--- src/logic/fpp_regs.svh ---
/*
  register offsets, field positions and reset values for the flash
  program/erase protection block; assumes a byte-wide register port.
*/
`ifndef FPP_REGS_SVH
`define FPP_REGS_SVH
`define FPP_ADDR_CTL      4'h0
`define FPP_ADDR_SEL_LO   4'h1
`define FPP_ADDR_SEL_HI   4'h2
`define FPP_ADDR_OVL      4'h3
`define FPP_ADDR_IRQ_STS  4'h4
`define FPP_ADDR_IRQ_MSK  4'h5
`define FPP_ADDR_STATE    4'h6
`define FPP_CTL_RST       8'h00
`define FPP_SEL_RST       8'h00
`define FPP_OVL_RST       4'h0
`define FPP_OVL_RSVD      3'h7
`define FPP_BIT_WRT_ARM   1
`define FPP_BIT_CLR_ARM   0
`define FPP_BIT_WRT_CHK   3
`define FPP_BIT_CLR_CHK   2
`define FPP_BIT_SUPPLY    7
`define FPP_OVL_SEL_BIT   3
`define FPP_IRQ_FAULT     0
`define FPP_IRQ_PROT      1
`define FPP_IRQ_HWINIT    2
`define FPP_IRQ_W         3
`endif

--- src/logic/fpp_pkg.sv ---
/*
  types for the flash program/erase protection block; no surroundings.
*/
`default_nettype none
package fpp_pkg;
  typedef enum {FPP_IDLE, FPP_PROG, FPP_ERASE, FPP_WVER, FPP_EVER, FPP_PVER} fpp_mode_t;
  typedef struct packed {
    logic [7:0] addr;
    logic [7:0] wdata;
    logic wr;
    logic rd;
  } fpp_req_t;
  typedef struct packed {
    logic progEn;
    logic eraseEn;
    logic wrtVerEn;
    logic clrVerEn;
    logic preVerEn;
  } fpp_flash_t;
endpackage
`default_nettype wire

--- src/logic/fpp_sync2.sv ---
/*
  two-flop level synchroniser; assumes an asynchronous active-low reset.
*/
`timescale 1ns/1ps
`default_nettype none
module fpp_sync2 #(
  parameter logic RST_VAL = 1'b0
) (
  input wire logic clk,
  input wire logic nrst,
  input wire logic din,
  output logic dout
);
  logic stage1_ff;
  always_ff @(posedge clk or negedge nrst)
  begin
    if (!nrst)
    begin
      stage1_ff <= RST_VAL;
      dout <= RST_VAL;
    end
    else
    begin
      stage1_ff <= din;
      dout <= stage1_ff;
    end
  end
endmodule
`default_nettype wire

--- src/logic/fpp_irq.sv ---
/*
  sticky event status with mask and write-one-to-clear; assumes
  single-cycle event pulses from the same clock domain.
*/
`timescale 1ns/1ps
`default_nettype none
`include "fpp_regs.svh"
module fpp_irq #(
  parameter int W = `FPP_IRQ_W
) (
  input wire logic clk,
  input wire logic nrst,
  input wire logic [W-1:0] evt,
  input wire logic [W-1:0] clrMask,
  input wire logic clrWr,
  input wire logic [W-1:0] mskData,
  input wire logic mskWr,
  output logic [W-1:0] sts_ff,
  output logic [W-1:0] msk_ff,
  output logic irq
);
  // set wins over a simultaneous clear
  always_ff @(posedge clk or negedge nrst)
  begin
    if (!nrst)
      sts_ff <= '0;
    else
      sts_ff <= (sts_ff & ~(clrWr ? clrMask : '0)) | evt;
  end
  always_ff @(posedge clk or negedge nrst)
  begin
    if (!nrst)
      msk_ff <= '0;
    else if (mskWr)
      msk_ff <= mskData;
  end
  assign irq = |(sts_ff & msk_ff);
endmodule
`default_nettype wire

--- src/logic/fpp_protect.sv ---
/*
  flash program/erase protection: control, block select and overlay
  registers, software and hardware protection, error protect and nmi mask.
  assumes standby/fault/supply inputs from pins or other clock domains,
  and a register master on clk that never issues read and write together.
*/
// Our own choices: the address-and-strobe port and the address map.
`timescale 1ns/1ps
`default_nettype none
`include "fpp_regs.svh"
module fpp_protect #(
  parameter int NBLK_LO = 8,
  parameter int NBLK_HI = 8
) (
  input wire logic clk,
  input wire logic nrst,
  input wire fpp_pkg::fpp_req_t busReq,
  output logic [7:0] rdData_ff,
  input wire logic supplyPin,
  input wire logic hwStandbyPin,
  input wire logic swStandbyReq,
  input wire logic wdtReset,
  input wire logic faultDetect,
  input wire logic nmiIn,
  output logic nmiOut,
  output fpp_pkg::fpp_flash_t flashCtl_ff,
  output logic [NBLK_LO+NBLK_HI-1:0] blkEnable_ff,
  output logic irq
);
  import fpp_pkg::*;

  logic supplySync;
  logic hwStbySync;
  logic faultSync;
  logic [7:0] ctl_ff;
  logic [NBLK_LO-1:0] selLo_ff;
  logic [NBLK_HI-1:0] selHi_ff;
  logic [3:0] ovl_ff;
  logic fault_ff;
  fpp_mode_t mode_ff;
  fpp_mode_t nxt_mode;
  logic regInit;
  logic armAny;
  logic swProt;
  logic blocksOk;
  logic [`FPP_IRQ_W-1:0] irqEvt;
  logic [`FPP_IRQ_W-1:0] irqSts;
  logic [`FPP_IRQ_W-1:0] irqMsk;
  logic refusedArm;
  logic faultEntry;

  fpp_sync2 #(.RST_VAL(1'b0)) uSupply (
    .clk(clk), .nrst(nrst), .din(supplyPin), .dout(supplySync));
  // standby synchroniser resets asserted so nothing arms before release
  fpp_sync2 #(.RST_VAL(1'b1)) uHwStby (
    .clk(clk), .nrst(nrst), .din(hwStandbyPin), .dout(hwStbySync));
  fpp_sync2 #(.RST_VAL(1'b0)) uFault (
    .clk(clk), .nrst(nrst), .din(faultDetect), .dout(faultSync));

  function automatic logic isWr(input fpp_req_t r, input logic [7:0] a);
    isWr = r.wr && (r.addr == a);
  endfunction

  // hardware init sources: missing supply, standby entries, watchdog reset
  assign regInit = !supplySync || hwStbySync || swStandbyReq || wdtReset;
  assign armAny = ctl_ff[`FPP_BIT_WRT_ARM] || ctl_ff[`FPP_BIT_CLR_ARM];
  assign blocksOk = (|selLo_ff) || (|selHi_ff);
  assign swProt = ovl_ff[`FPP_OVL_SEL_BIT] || !blocksOk;
  assign faultEntry = faultSync && armAny && !fault_ff;

  // control register, writable even in error protect
  always_ff @(posedge clk or negedge nrst)
  begin
    if (!nrst)
      ctl_ff <= `FPP_CTL_RST;
    else if (regInit)
      ctl_ff <= `FPP_CTL_RST;
    else if (isWr(busReq, `FPP_ADDR_CTL))
      ctl_ff <= busReq.wdata;
  end

  always_ff @(posedge clk or negedge nrst)
  begin
    if (!nrst)
    begin
      selLo_ff <= NBLK_LO'(`FPP_SEL_RST);
      selHi_ff <= NBLK_HI'(`FPP_SEL_RST);
    end
    else if (regInit)
    begin
      selLo_ff <= NBLK_LO'(`FPP_SEL_RST);
      selHi_ff <= NBLK_HI'(`FPP_SEL_RST);
    end
    else
    begin
      if (isWr(busReq, `FPP_ADDR_SEL_LO))
        selLo_ff <= busReq.wdata[NBLK_LO-1:0];
      if (isWr(busReq, `FPP_ADDR_SEL_HI))
        selHi_ff <= busReq.wdata[NBLK_HI-1:0];
    end
  end

  // overlay bits survive software standby, only hardware standby clears
  always_ff @(posedge clk or negedge nrst)
  begin
    if (!nrst)
      ovl_ff <= `FPP_OVL_RST;
    else if (hwStbySync)
      ovl_ff <= `FPP_OVL_RST;
    else if (isWr(busReq, `FPP_ADDR_OVL))
      ovl_ff <= busReq.wdata[3:0];
  end

  // sticky fault: no software path clears it
  always_ff @(posedge clk or negedge nrst)
  begin
    if (!nrst)
      fault_ff <= 1'b0;
    else if (hwStbySync)
      fault_ff <= 1'b0;
    else if (faultEntry)
      fault_ff <= 1'b1;
  end

  // mode selection; program and erase priority over verify
  always_comb
  begin
    nxt_mode = FPP_IDLE;
    if (regInit)
      nxt_mode = FPP_IDLE;
    else if (armAny)
    begin
      if (fault_ff || faultEntry || swProt)
        nxt_mode = FPP_IDLE;
      else if (ctl_ff[`FPP_BIT_WRT_ARM])
        nxt_mode = FPP_PROG;
      else
        nxt_mode = FPP_ERASE;
    end
    else if (ctl_ff[`FPP_BIT_WRT_CHK])
      nxt_mode = FPP_WVER;
    else if (ctl_ff[`FPP_BIT_CLR_CHK])
      nxt_mode = FPP_EVER;
    else if (ctl_ff[`FPP_BIT_SUPPLY])
      nxt_mode = FPP_PVER;
    else
      nxt_mode = FPP_IDLE;
  end

  always_ff @(posedge clk or negedge nrst)
  begin
    if (!nrst)
      mode_ff <= FPP_IDLE;
    else
      mode_ff <= nxt_mode;
  end

  // outputs to flash array, registered from nxt_mode on the same edge as mode_ff
  always_ff @(posedge clk or negedge nrst)
  begin
    if (!nrst)
    begin
      flashCtl_ff <= '0;
      blkEnable_ff <= '0;
    end
    else
    begin
      case (nxt_mode)
        FPP_PROG: flashCtl_ff <= 5'b10000;
        FPP_ERASE: flashCtl_ff <= 5'b01000;
        FPP_WVER: flashCtl_ff <= 5'b00100;
        FPP_EVER: flashCtl_ff <= 5'b00010;
        FPP_PVER: flashCtl_ff <= 5'b00001;
        default: flashCtl_ff <= 5'b00000;
      endcase
      if (nxt_mode == FPP_PROG || nxt_mode == FPP_ERASE)
        blkEnable_ff <= {selHi_ff, selLo_ff};
      else
        blkEnable_ff <= '0;
    end
  end

  // only the nmi path is touched; other logic keeps running
  assign nmiOut = nmiIn && !armAny;

  assign refusedArm = armAny && (nxt_mode == FPP_IDLE) && !regInit;
  assign irqEvt = {regInit, refusedArm, faultEntry};

  fpp_irq #(.W(`FPP_IRQ_W)) uIrq (
    .clk(clk),
    .nrst(nrst),
    .evt(irqEvt),
    .clrMask(busReq.wdata[`FPP_IRQ_W-1:0]),
    .clrWr(isWr(busReq, `FPP_ADDR_IRQ_STS)),
    .mskData(busReq.wdata[`FPP_IRQ_W-1:0]),
    .mskWr(isWr(busReq, `FPP_ADDR_IRQ_MSK)),
    .sts_ff(irqSts),
    .msk_ff(irqMsk),
    .irq(irq)
  );

  // read data one cycle after strobe, zero when idle or unmapped
  always_ff @(posedge clk or negedge nrst)
  begin
    if (!nrst)
      rdData_ff <= 8'h00;
    else if (!busReq.rd)
      rdData_ff <= 8'h00;
    else
    begin
      case (busReq.addr)
        `FPP_ADDR_CTL: rdData_ff <= ctl_ff;
        `FPP_ADDR_SEL_LO: rdData_ff <= 8'(selLo_ff);
        `FPP_ADDR_SEL_HI: rdData_ff <= 8'(selHi_ff);
        `FPP_ADDR_OVL: rdData_ff <= {fault_ff, `FPP_OVL_RSVD, ovl_ff};
        `FPP_ADDR_IRQ_STS: rdData_ff <= 8'(irqSts);
        `FPP_ADDR_IRQ_MSK: rdData_ff <= 8'(irqMsk);
        `FPP_ADDR_STATE: rdData_ff <= {3'h0, flashCtl_ff};
        default: rdData_ff <= 8'h00;
      endcase
    end
  end

  ovl_blocks_a: assert property (@(posedge clk) disable iff (!nrst)
    ovl_ff[`FPP_OVL_SEL_BIT] |=> !flashCtl_ff.progEn && !flashCtl_ff.eraseEn)
    else $error("program or erase under overlay select");
  sel_zero_a: assert property (@(posedge clk) disable iff (!nrst)
    (selLo_ff == '0 && selHi_ff == '0) |=> !flashCtl_ff.progEn && !flashCtl_ff.eraseEn)
    else $error("program or erase with no block selected");
  blk_gate_a: assert property (@(posedge clk) disable iff (!nrst)
    !(flashCtl_ff.progEn || flashCtl_ff.eraseEn) |-> blkEnable_ff == '0)
    else $error("block enabled outside program or erase");
  fault_entry_a: assert property (@(posedge clk) disable iff (!nrst)
    (faultSync && armAny && !hwStbySync) |=> fault_ff)
    else $error("fault during arm did not set flag");
  fault_abort_a: assert property (@(posedge clk) disable iff (!nrst)
    (faultSync && armAny) |=> !flashCtl_ff.progEn && !flashCtl_ff.eraseEn)
    else $error("operation not aborted on fault");
  fault_keep_a: assert property (@(posedge clk) disable iff (!nrst)
    (faultEntry && !regInit && !busReq.wr) |=> ctl_ff == $past(ctl_ff))
    else $error("control changed on fault entry");
  fault_refuse_a: assert property (@(posedge clk) disable iff (!nrst)
    fault_ff |=> !flashCtl_ff.progEn && !flashCtl_ff.eraseEn)
    else $error("program or erase while fault flag set");
  fault_sticky_a: assert property (@(posedge clk) disable iff (!nrst)
    (fault_ff && !hwStbySync) |=> fault_ff)
    else $error("fault flag cleared without hardware standby");
  verify_ok_a: assert property (@(posedge clk) disable iff (!nrst)
    (fault_ff && !regInit && !armAny && ctl_ff[`FPP_BIT_WRT_CHK]) |=> flashCtl_ff.wrtVerEn)
    else $error("verify refused in error protect");
  init_regs_a: assert property (@(posedge clk) disable iff (!nrst)
    regInit |=> ctl_ff == `FPP_CTL_RST && selLo_ff == '0 && selHi_ff == '0)
    else $error("registers not initialised");
  supply_off_a: assert property (@(posedge clk) disable iff (!nrst)
    (!supplySync)[*2] |-> flashCtl_ff == '0)
    else $error("flash mode active without supply");
  nmi_mask_a: assert property (@(posedge clk) disable iff (!nrst)
    armAny |-> !nmiOut)
    else $error("nmi passed while armed");
endmodule
`default_nettype wire

--- config.mk ---
export PLATFORM = sky130hd
export DESIGN_NAME = fpp_protect
export DESIGN_NICKNAME = d
export VERILOG_FILES = /design/src/logic/fpp_pkg.sv /design/src/logic/fpp_sync2.sv /design/src/logic/fpp_irq.sv /design/src/logic/fpp_protect.sv
export VERILOG_INCLUDE_DIRS = /design/src /design/src/logic
export SDC_FILE = /design/constraint.sdc
export NUM_CORES = 1
export LEC_CHECK = 0
export ABC_AREA = 1
export BUFFER_PORTS_ARGS = -buffer_cell sky130_fd_sc_hd__buf_2
export CORE_UTILIZATION = 55
export DETAILED_ROUTE_END_ITERATION = 6
export PLACE_DENSITY_LB_ADDON = 0.12
export SYNTH_ARGS = -nofsm -noshare
export SYNTH_HDL_FRONTEND = slang
export SYNTH_SLANG_ARGS = --single-unit
--- constraint.sdc ---
create_clock -name clk -period 2 [get_ports clk]
set_clock_uncertainty 0.05 [all_clocks]
set_input_delay 0.1 -clock clk [delete_from_list [all_inputs] [get_ports clk]]
set_output_delay 0.1 -clock clk [all_outputs]
set_load 0.01 [all_outputs]
==> results of run 1 <==
cell families (layout without fill, tap and decap cells):
| kind of cell | count (synthesis) | in the layout |
|---|---|---|
| flops | 70 | 70 |
| simple gates | 124 | 124 |
| buf+inv | 47 | 124 |
| compound gates | 84 | 84 |
sequential cells by signal (all words and copies together), names as in the netlist, 3 cells and up:
register	cells
blkEnable_ff	16
ctl_ff	8
flashCtl_ff	5
ovl_ff	4
rdData_ff	8
selHi_ff	8
selLo_ff	8
uIrq.msk_ff	3
uIrq.sts_ff	3
cell usage after synthesis, types with 5 or more instances:
| library cell | instances | area (um2) |
|---|---|---|
| inv_1 | 33 | 124 |
| nor2_1 | 27 | 101 |
| inv_2 | 7 | 26.3 |
| a21oi_1 | 21 | 105 |
| nand2_2 | 5 | 31.3 |
| nand3_1 | 13 | 65.1 |
| o21ai_0 | 19 | 95.1 |
| nand2_1 | 63 | 236 |
| dfrtp_1 | 68 | 1700 |
| o21ai_1 | 21 | 105 |
| a21oi_2 | 10 | 87.6 |
| o22ai_1 | 8 | 50.1 |
layer usage:
layer	wire [um]	up-vias	global-route usage [%]
met2	2920	76	37.3
met3	343	9	5.75
met1	3380	1146	38.5
met5	0	-	0
li1	-	1207	-
met4	85	0	7.88
power breakdown:
group          internal [mW]  switching [mW]
clock network          0.611           0.477
logic                 0.0595           0.105
registers               1.44          0.0177
area by class of cell:
type	instances	share of cell area, %
clock buffers	14	4.20
clock inverters	2	0.963
inverters	41	4.26
multi-input cells	208	29.2
flip-flops and latches	70	48.2
well taps	70	2.41
repair buffers	67	10.8
critical path: stages (launching register included):
cell and delay, ps:
dfrtp_1 440, o21ai_1 240, nand2_1 80, nor2_1 140
nand3_1 110, nand2_2 110, nand4_4 290, a21oi_1 250
through the flow:
step                setup WS [ps]  instances  instance area [um2]
global route                 48.7        472                 3640
global placement              349        449                 3380
detailed placement            250        449                 3380
finish                        212        472                 3640
CTS                           233        472                 3640
floorplan                     433        325                 3020
path summary, 6_finish.rpt:
| kind | from | endpoint | slack [ps] |
|---|---|---|---|
| min reg2reg | uFault.stage1_ff | uFault.dout | 290 |
| max reg2reg | ctl_ff[1] | blkEnable_ff[1] | 210 |
| max | ctl_ff[1] | blkEnable_ff[1] | 210 |
| min in group asynchronous | nrst | blkEnable_ff[12] | 260 |
| min | busReq[6] | selLo_ff[4] | 20 |
| max in group asynchronous | nrst | uHwStby.dout | 1290 |
==> flow_summary.json, run 1 <==
{
  "initialDrtViolationCount": 166,
  "yosysSeqAreaShare_pct": 58.1,
  "core_area_mm2": 0.00520,
  "vias_per_cell": 5.17,
  "cts_setup_buffers": 0,
  "synth_top_family_by_area": "simple AND/OR/NAND/NOR gates",
  "synth_compound_area_share_pct": 15.9,
  "synth.area.mux_share_pct": 0,
  "holdBufCountCts": 7,
  "p_per_area_mw_per_mm2": 745,
  "ys_types": 30,
  "start_util_pct": 58.1,
  "synth_edf_count": 0,
  "tns_ps": 0,
  "wire_per_inst_um": 14.2,
  "worstPathRequired_ps": 2210,
  "min_period_ps": 1790,
  "multiInputGateArea_mm2": 0.00106,
  "antenna_left": 0,
  "grt_usage_pct": 25.6,
  "cts_sinks": 70,
  "synthesis.nets": 351,
  "area_growth_pct": 20.4,
  "slew_violations": 0,
  "hold_viol": 0,
  "layout-drive-gt1-share_pct": 27.6,
  "avgSynthCellArea_um2": 9.30,
  "antenna_found_initial": 0,
  "nFillCells": 425,
  "final-seq-area_mm2": 0.00175,
  "ys_ff_latch": 70,
  "hold_depth": 3,
  "endpoint_kind": "flip-flop",
  "grt_setup_unrepaired": "no",
  "cts_resized": 0,
  "cts-root-buf": "clkbuf_8",
  "hold_ws_ps": 16.6,
  "grt_pass1_vias": 2301,
  "finalCritPeriodShare_pct": 89.4,
  "synth_warnings": 0,
  "synth_xor_area_share_pct": 0,
  "arrival_ps": 1990,
  "cts_tree": "done",
  "worst-r2r-cell-count": 7,
  "cp_max_fo": 17,
  "wl_mm": 6.72,
  "clk_latency_ps": 330,
  "async_flop_share_pct": 100,
  "utilization_pct": 69.9,
  "dieWidth_um": 76.1,
  "final_common_cell": "dfrtp_1",
  "synthesis.area_mm2": 0.00302,
  "hold_path.class": "in -> reg",
  "max_clock_freq_mhz": 559,
  "criticalPathCategory": "reg -> reg",
  "portBuffers": 56,
  "clk_pin_slew_ps": 70,
  "relSlewSlack_pct": 50.8,
  "synth_fa_ha_area_share_pct": 0,
  "grt_max_degree": 71,
  "drc": 0,
  "leakagePower_nw": 1.78,
  "diodes": 0,
  "pin_count": 57,
  "clockBufferDepth": 2,
  "rows": 26,
  "syn_inst": 325,
  "dieArea_mm2": 0.00579,
  "final_cell_mix": "dfrtp_1, nand2_1, buf_2",
  "cts_buffers": 9,
  "peakVddDrop_uv": 477,
  "ys.flop_type": "dfrtp_1",
  "grt_pass1_wl_mm": 11.3,
  "worst_pin_slew_ps": 738,
  "gp_congestion": 0.870,
  "synth-simple-area-share_pct": 19.2,
  "dpl.hpwl_mm": 4.80,
  "start_kind": "flip-flop",
  "dr.pass1.iters": 4,
  "fp.dieH_um": 76.1,
  "overflow": 0,
  "power_mw": 2.71,
  "nets": 423,
  "status": "completed",
  "setup_violations": 0,
  "htree_num_levels": 3,
  "vias": 2438,
  "drv_cap": 0
}
Power figures use the tool's default switching activity.
==> run 2, diff against run 1 <==
--- a/config.mk
+++ b/config.mk
@@ -8,7 +8,7 @@
 export LEC_CHECK = 0
 export ABC_AREA = 1
 export BUFFER_PORTS_ARGS = -buffer_cell sky130_fd_sc_hd__buf_2
-export CORE_UTILIZATION = 55
+export CORE_UTILIZATION = 45
 export DETAILED_ROUTE_END_ITERATION = 6
 export PLACE_DENSITY_LB_ADDON = 0.12
 export SYNTH_ARGS = -nofsm -noshare
==> run 2 against run 1 <==
The flow now finishes with violations (design-rule violations). Clock power about the same. Sequential cell count stayed put. Routed wire length up 3.1%. Critical path depth is the same. Utilization fell by 13 points. Hold slack lost 6.8 ps. Global-route usage fell by 3.9 points. Non-clock buffer count unchanged. Setup slack improved by 20 ps. Count of clock-buffer cells in the layout is 2 lower. Final cell count grew 1.5%. Combinational power barely moved. Critical path type unchanged. Critical endpoint is now blkEnable_ff[4]. Largest power group unchanged.
==> flow_summary.json, run 2 (same netlist as run 1, synthesis figures left out) <==
{
  "fp.dieH_um": 83.9,
  "critical-path-slowest-cell": "dfrtp_1",
  "max_clock_freq_mhz": 566,
  "hold_path.class": "in -> reg",
  "p_sw_uw": 631,
  "rrSetupSlack_ps": 230,
  "dpl.hpwl_mm": 5.06,
  "clk_latency_ps": 340,
  "busiest_layer": "met2",
  "crit_family": "simple AND/OR/NAND/NOR gates",
  "overflow": 0,
  "relSlewSlack_pct": 53.6,
  "hold_viol": 0,
  "diodes": 0,
  "portBuffers": 56,
  "failed_checks": "design-rule violations",
  "dr.pass1.iters": 7,
  "criticalPathCategory": "reg -> reg",
  "intPower_mw": 2.11,
  "cts_tree": "done",
  "nFillCells": 588,
  "final_common_cell": "dfrtp_1",
  "drc": 14,
  "worstPathRequired_ps": 2220,
  "initialDrtViolationCount": 173,
  "p_per_area_mw_per_mm2": 749,
  "power_frac_clock_pct": 40.8,
  "cts_buffers": 9,
  "arrival_ps": 1980,
  "antenna_found_initial": 0,
  "dieArea_mm2": 0.00705,
  "peakVddDrop_uv": 484,
  "layout-drive-gt1-share_pct": 28.1,
  "rows": 29,
  "cp_max_fo": 17,
  "final_cell_mix": "dfrtp_1, nand2_1, buf_2",
  "gp_congestion": 0.814,
  "worst-path-buf-inv": 0,
  "antenna_left": 0,
  "grt_setup_unrepaired": "no",
  "grt_usage_pct": 21.7,
  "use_met2_pct": 32.4,
  "endpoint_kind": "flip-flop",
  "largest_reg_flops": 16,
  "grt_pass1_vias": 2288,
  "cts-root-buf": "clkbuf_8",
  "finalCritPeriodShare_pct": 88.4,
  "worst_pin_slew_ps": 696,
  "utilization_pct": 56.9,
  "core_area_mm2": 0.00642,
  "nets": 423,
  "critPathMaxStageDelay_ps": 450,
  "start_kind": "flip-flop",
  "cts_setup_buffers": 0,
  "switching_share_pct": 23.0,
  "cts_sinks": 70,
  "grt_pass1_wl_mm": 11.5,
  "vias": 2403,
  "area_growth_pct": 20.9,
  "grt_max_degree": 71,
  "seqPwrFrac_pct": 53.2,
  "path_cells": "o21ai_1, nand2_1, nor2_1, nand3_1, nand2_2, nand4_4, a21oi_1",
  "grt_util_met1_pct": 30.7,
  "grtUsageMet3_pct": 6.73,
  "regMostFlops": "blkEnable_ff",
  "status": "finished with violations",
  "setup_violations": 0,
  "clk_pin_slew_ps": 80,
  "min_period_ps": 1770,
  "clockBufferDepth": 2,
  "htree_num_levels": 3,
  "drv_cap": 0,
  "hold_ws_ps": 9.76,
  "tns_ps": 0,
  "wire_per_inst_um": 14.5,
  "leakagePower_nw": 1.79,
  "place_area_mm2": 0.00339,
  "pin_count": 57,
  "p_comb_share_pct": 6.0,
  "dieWidth_um": 83.9,
  "wl_mm": 6.93,
  "fin_area_mm2": 0.00365,
  "slew_violations": 0,
  "start_util_pct": 47.0,
  "vias_per_cell": 5.02
}
run 2: timing repair:
item	in CTS	in global routing
hold endpoints to repair	74	0
gates resized for setup	0	0
hold buffers	7	0
run 2: path summary, 6_finish.rpt:
check	start	endpoint	cells after the start
min	busReq[9]	selLo_ff[7]	3
max	ctl_ff[1]	blkEnable_ff[4]	7
max reg2reg	ctl_ff[1]	blkEnable_ff[4]	7
min in group asynchronous	nrst	blkEnable_ff[13]	3
min reg2reg	uFault.stage1_ff	uFault.dout	0
max in group asynchronous	nrst	uHwStby.dout	3
run 2: stage by stage:
stage / std cells / setup WS [ps] / power [mW]
global placement: 456 / 338 / 1.64
detailed placement: 456 / 254 / 1.64
CTS: 479 / 232 / 2.76
floorplan: 325 / 433 / 1.55
finish: 479 / 232 / 2.74
global route: 479 / 18.2 / 2.87
run 2: cell type report:
cell class / instances / area, um2 / share of cell area (%)
Clock inverter: 4 / 48.8 / 1.34
Inverter: 41 / 155 / 4.25
Tap cell: 77 / 96.3 / 2.64
Clock buffer: 12 / 145 / 3.97
Sequential cell: 70 / 1750 / 48.0
Timing Repair Buffer: 67 / 393 / 10.8
Multi-Input combinational cell: 208 / 1060 / 29.0
run 2: worst reg2reg max path: cells and delay by family (launching register included):
family / cells / cell delay (ps)
AND/OR/NAND/NOR: 5 / 710
AO/OA/AOI/OAI: 2 / 490
flip-flops: 1 / 450
run 2: power groups by stage:
| stage | registers, mW | logic (mW) | clock network (mW) |
|---|---|---|---|
| after global placement | 1.48 | 0.156 | 0 |
| after floorplan | 1.48 | 0.0722 | 0 |
| after CTS | 1.46 | 0.168 | 1.14 |
| final | 1.46 | 0.164 | 1.12 |
| after detailed placement | 1.48 | 0.157 | 0 |
| after global routing | 1.46 | 0.187 | 1.22 |
run 2: metal layers:
metal | vias to the layer above | share of wire (%)
met4 | 0 | 0.95
li1 | 1206 | -
met3 | 6 | 5.6
met1 | 1116 | 49
met2 | 75 | 45
met5 | - | 0
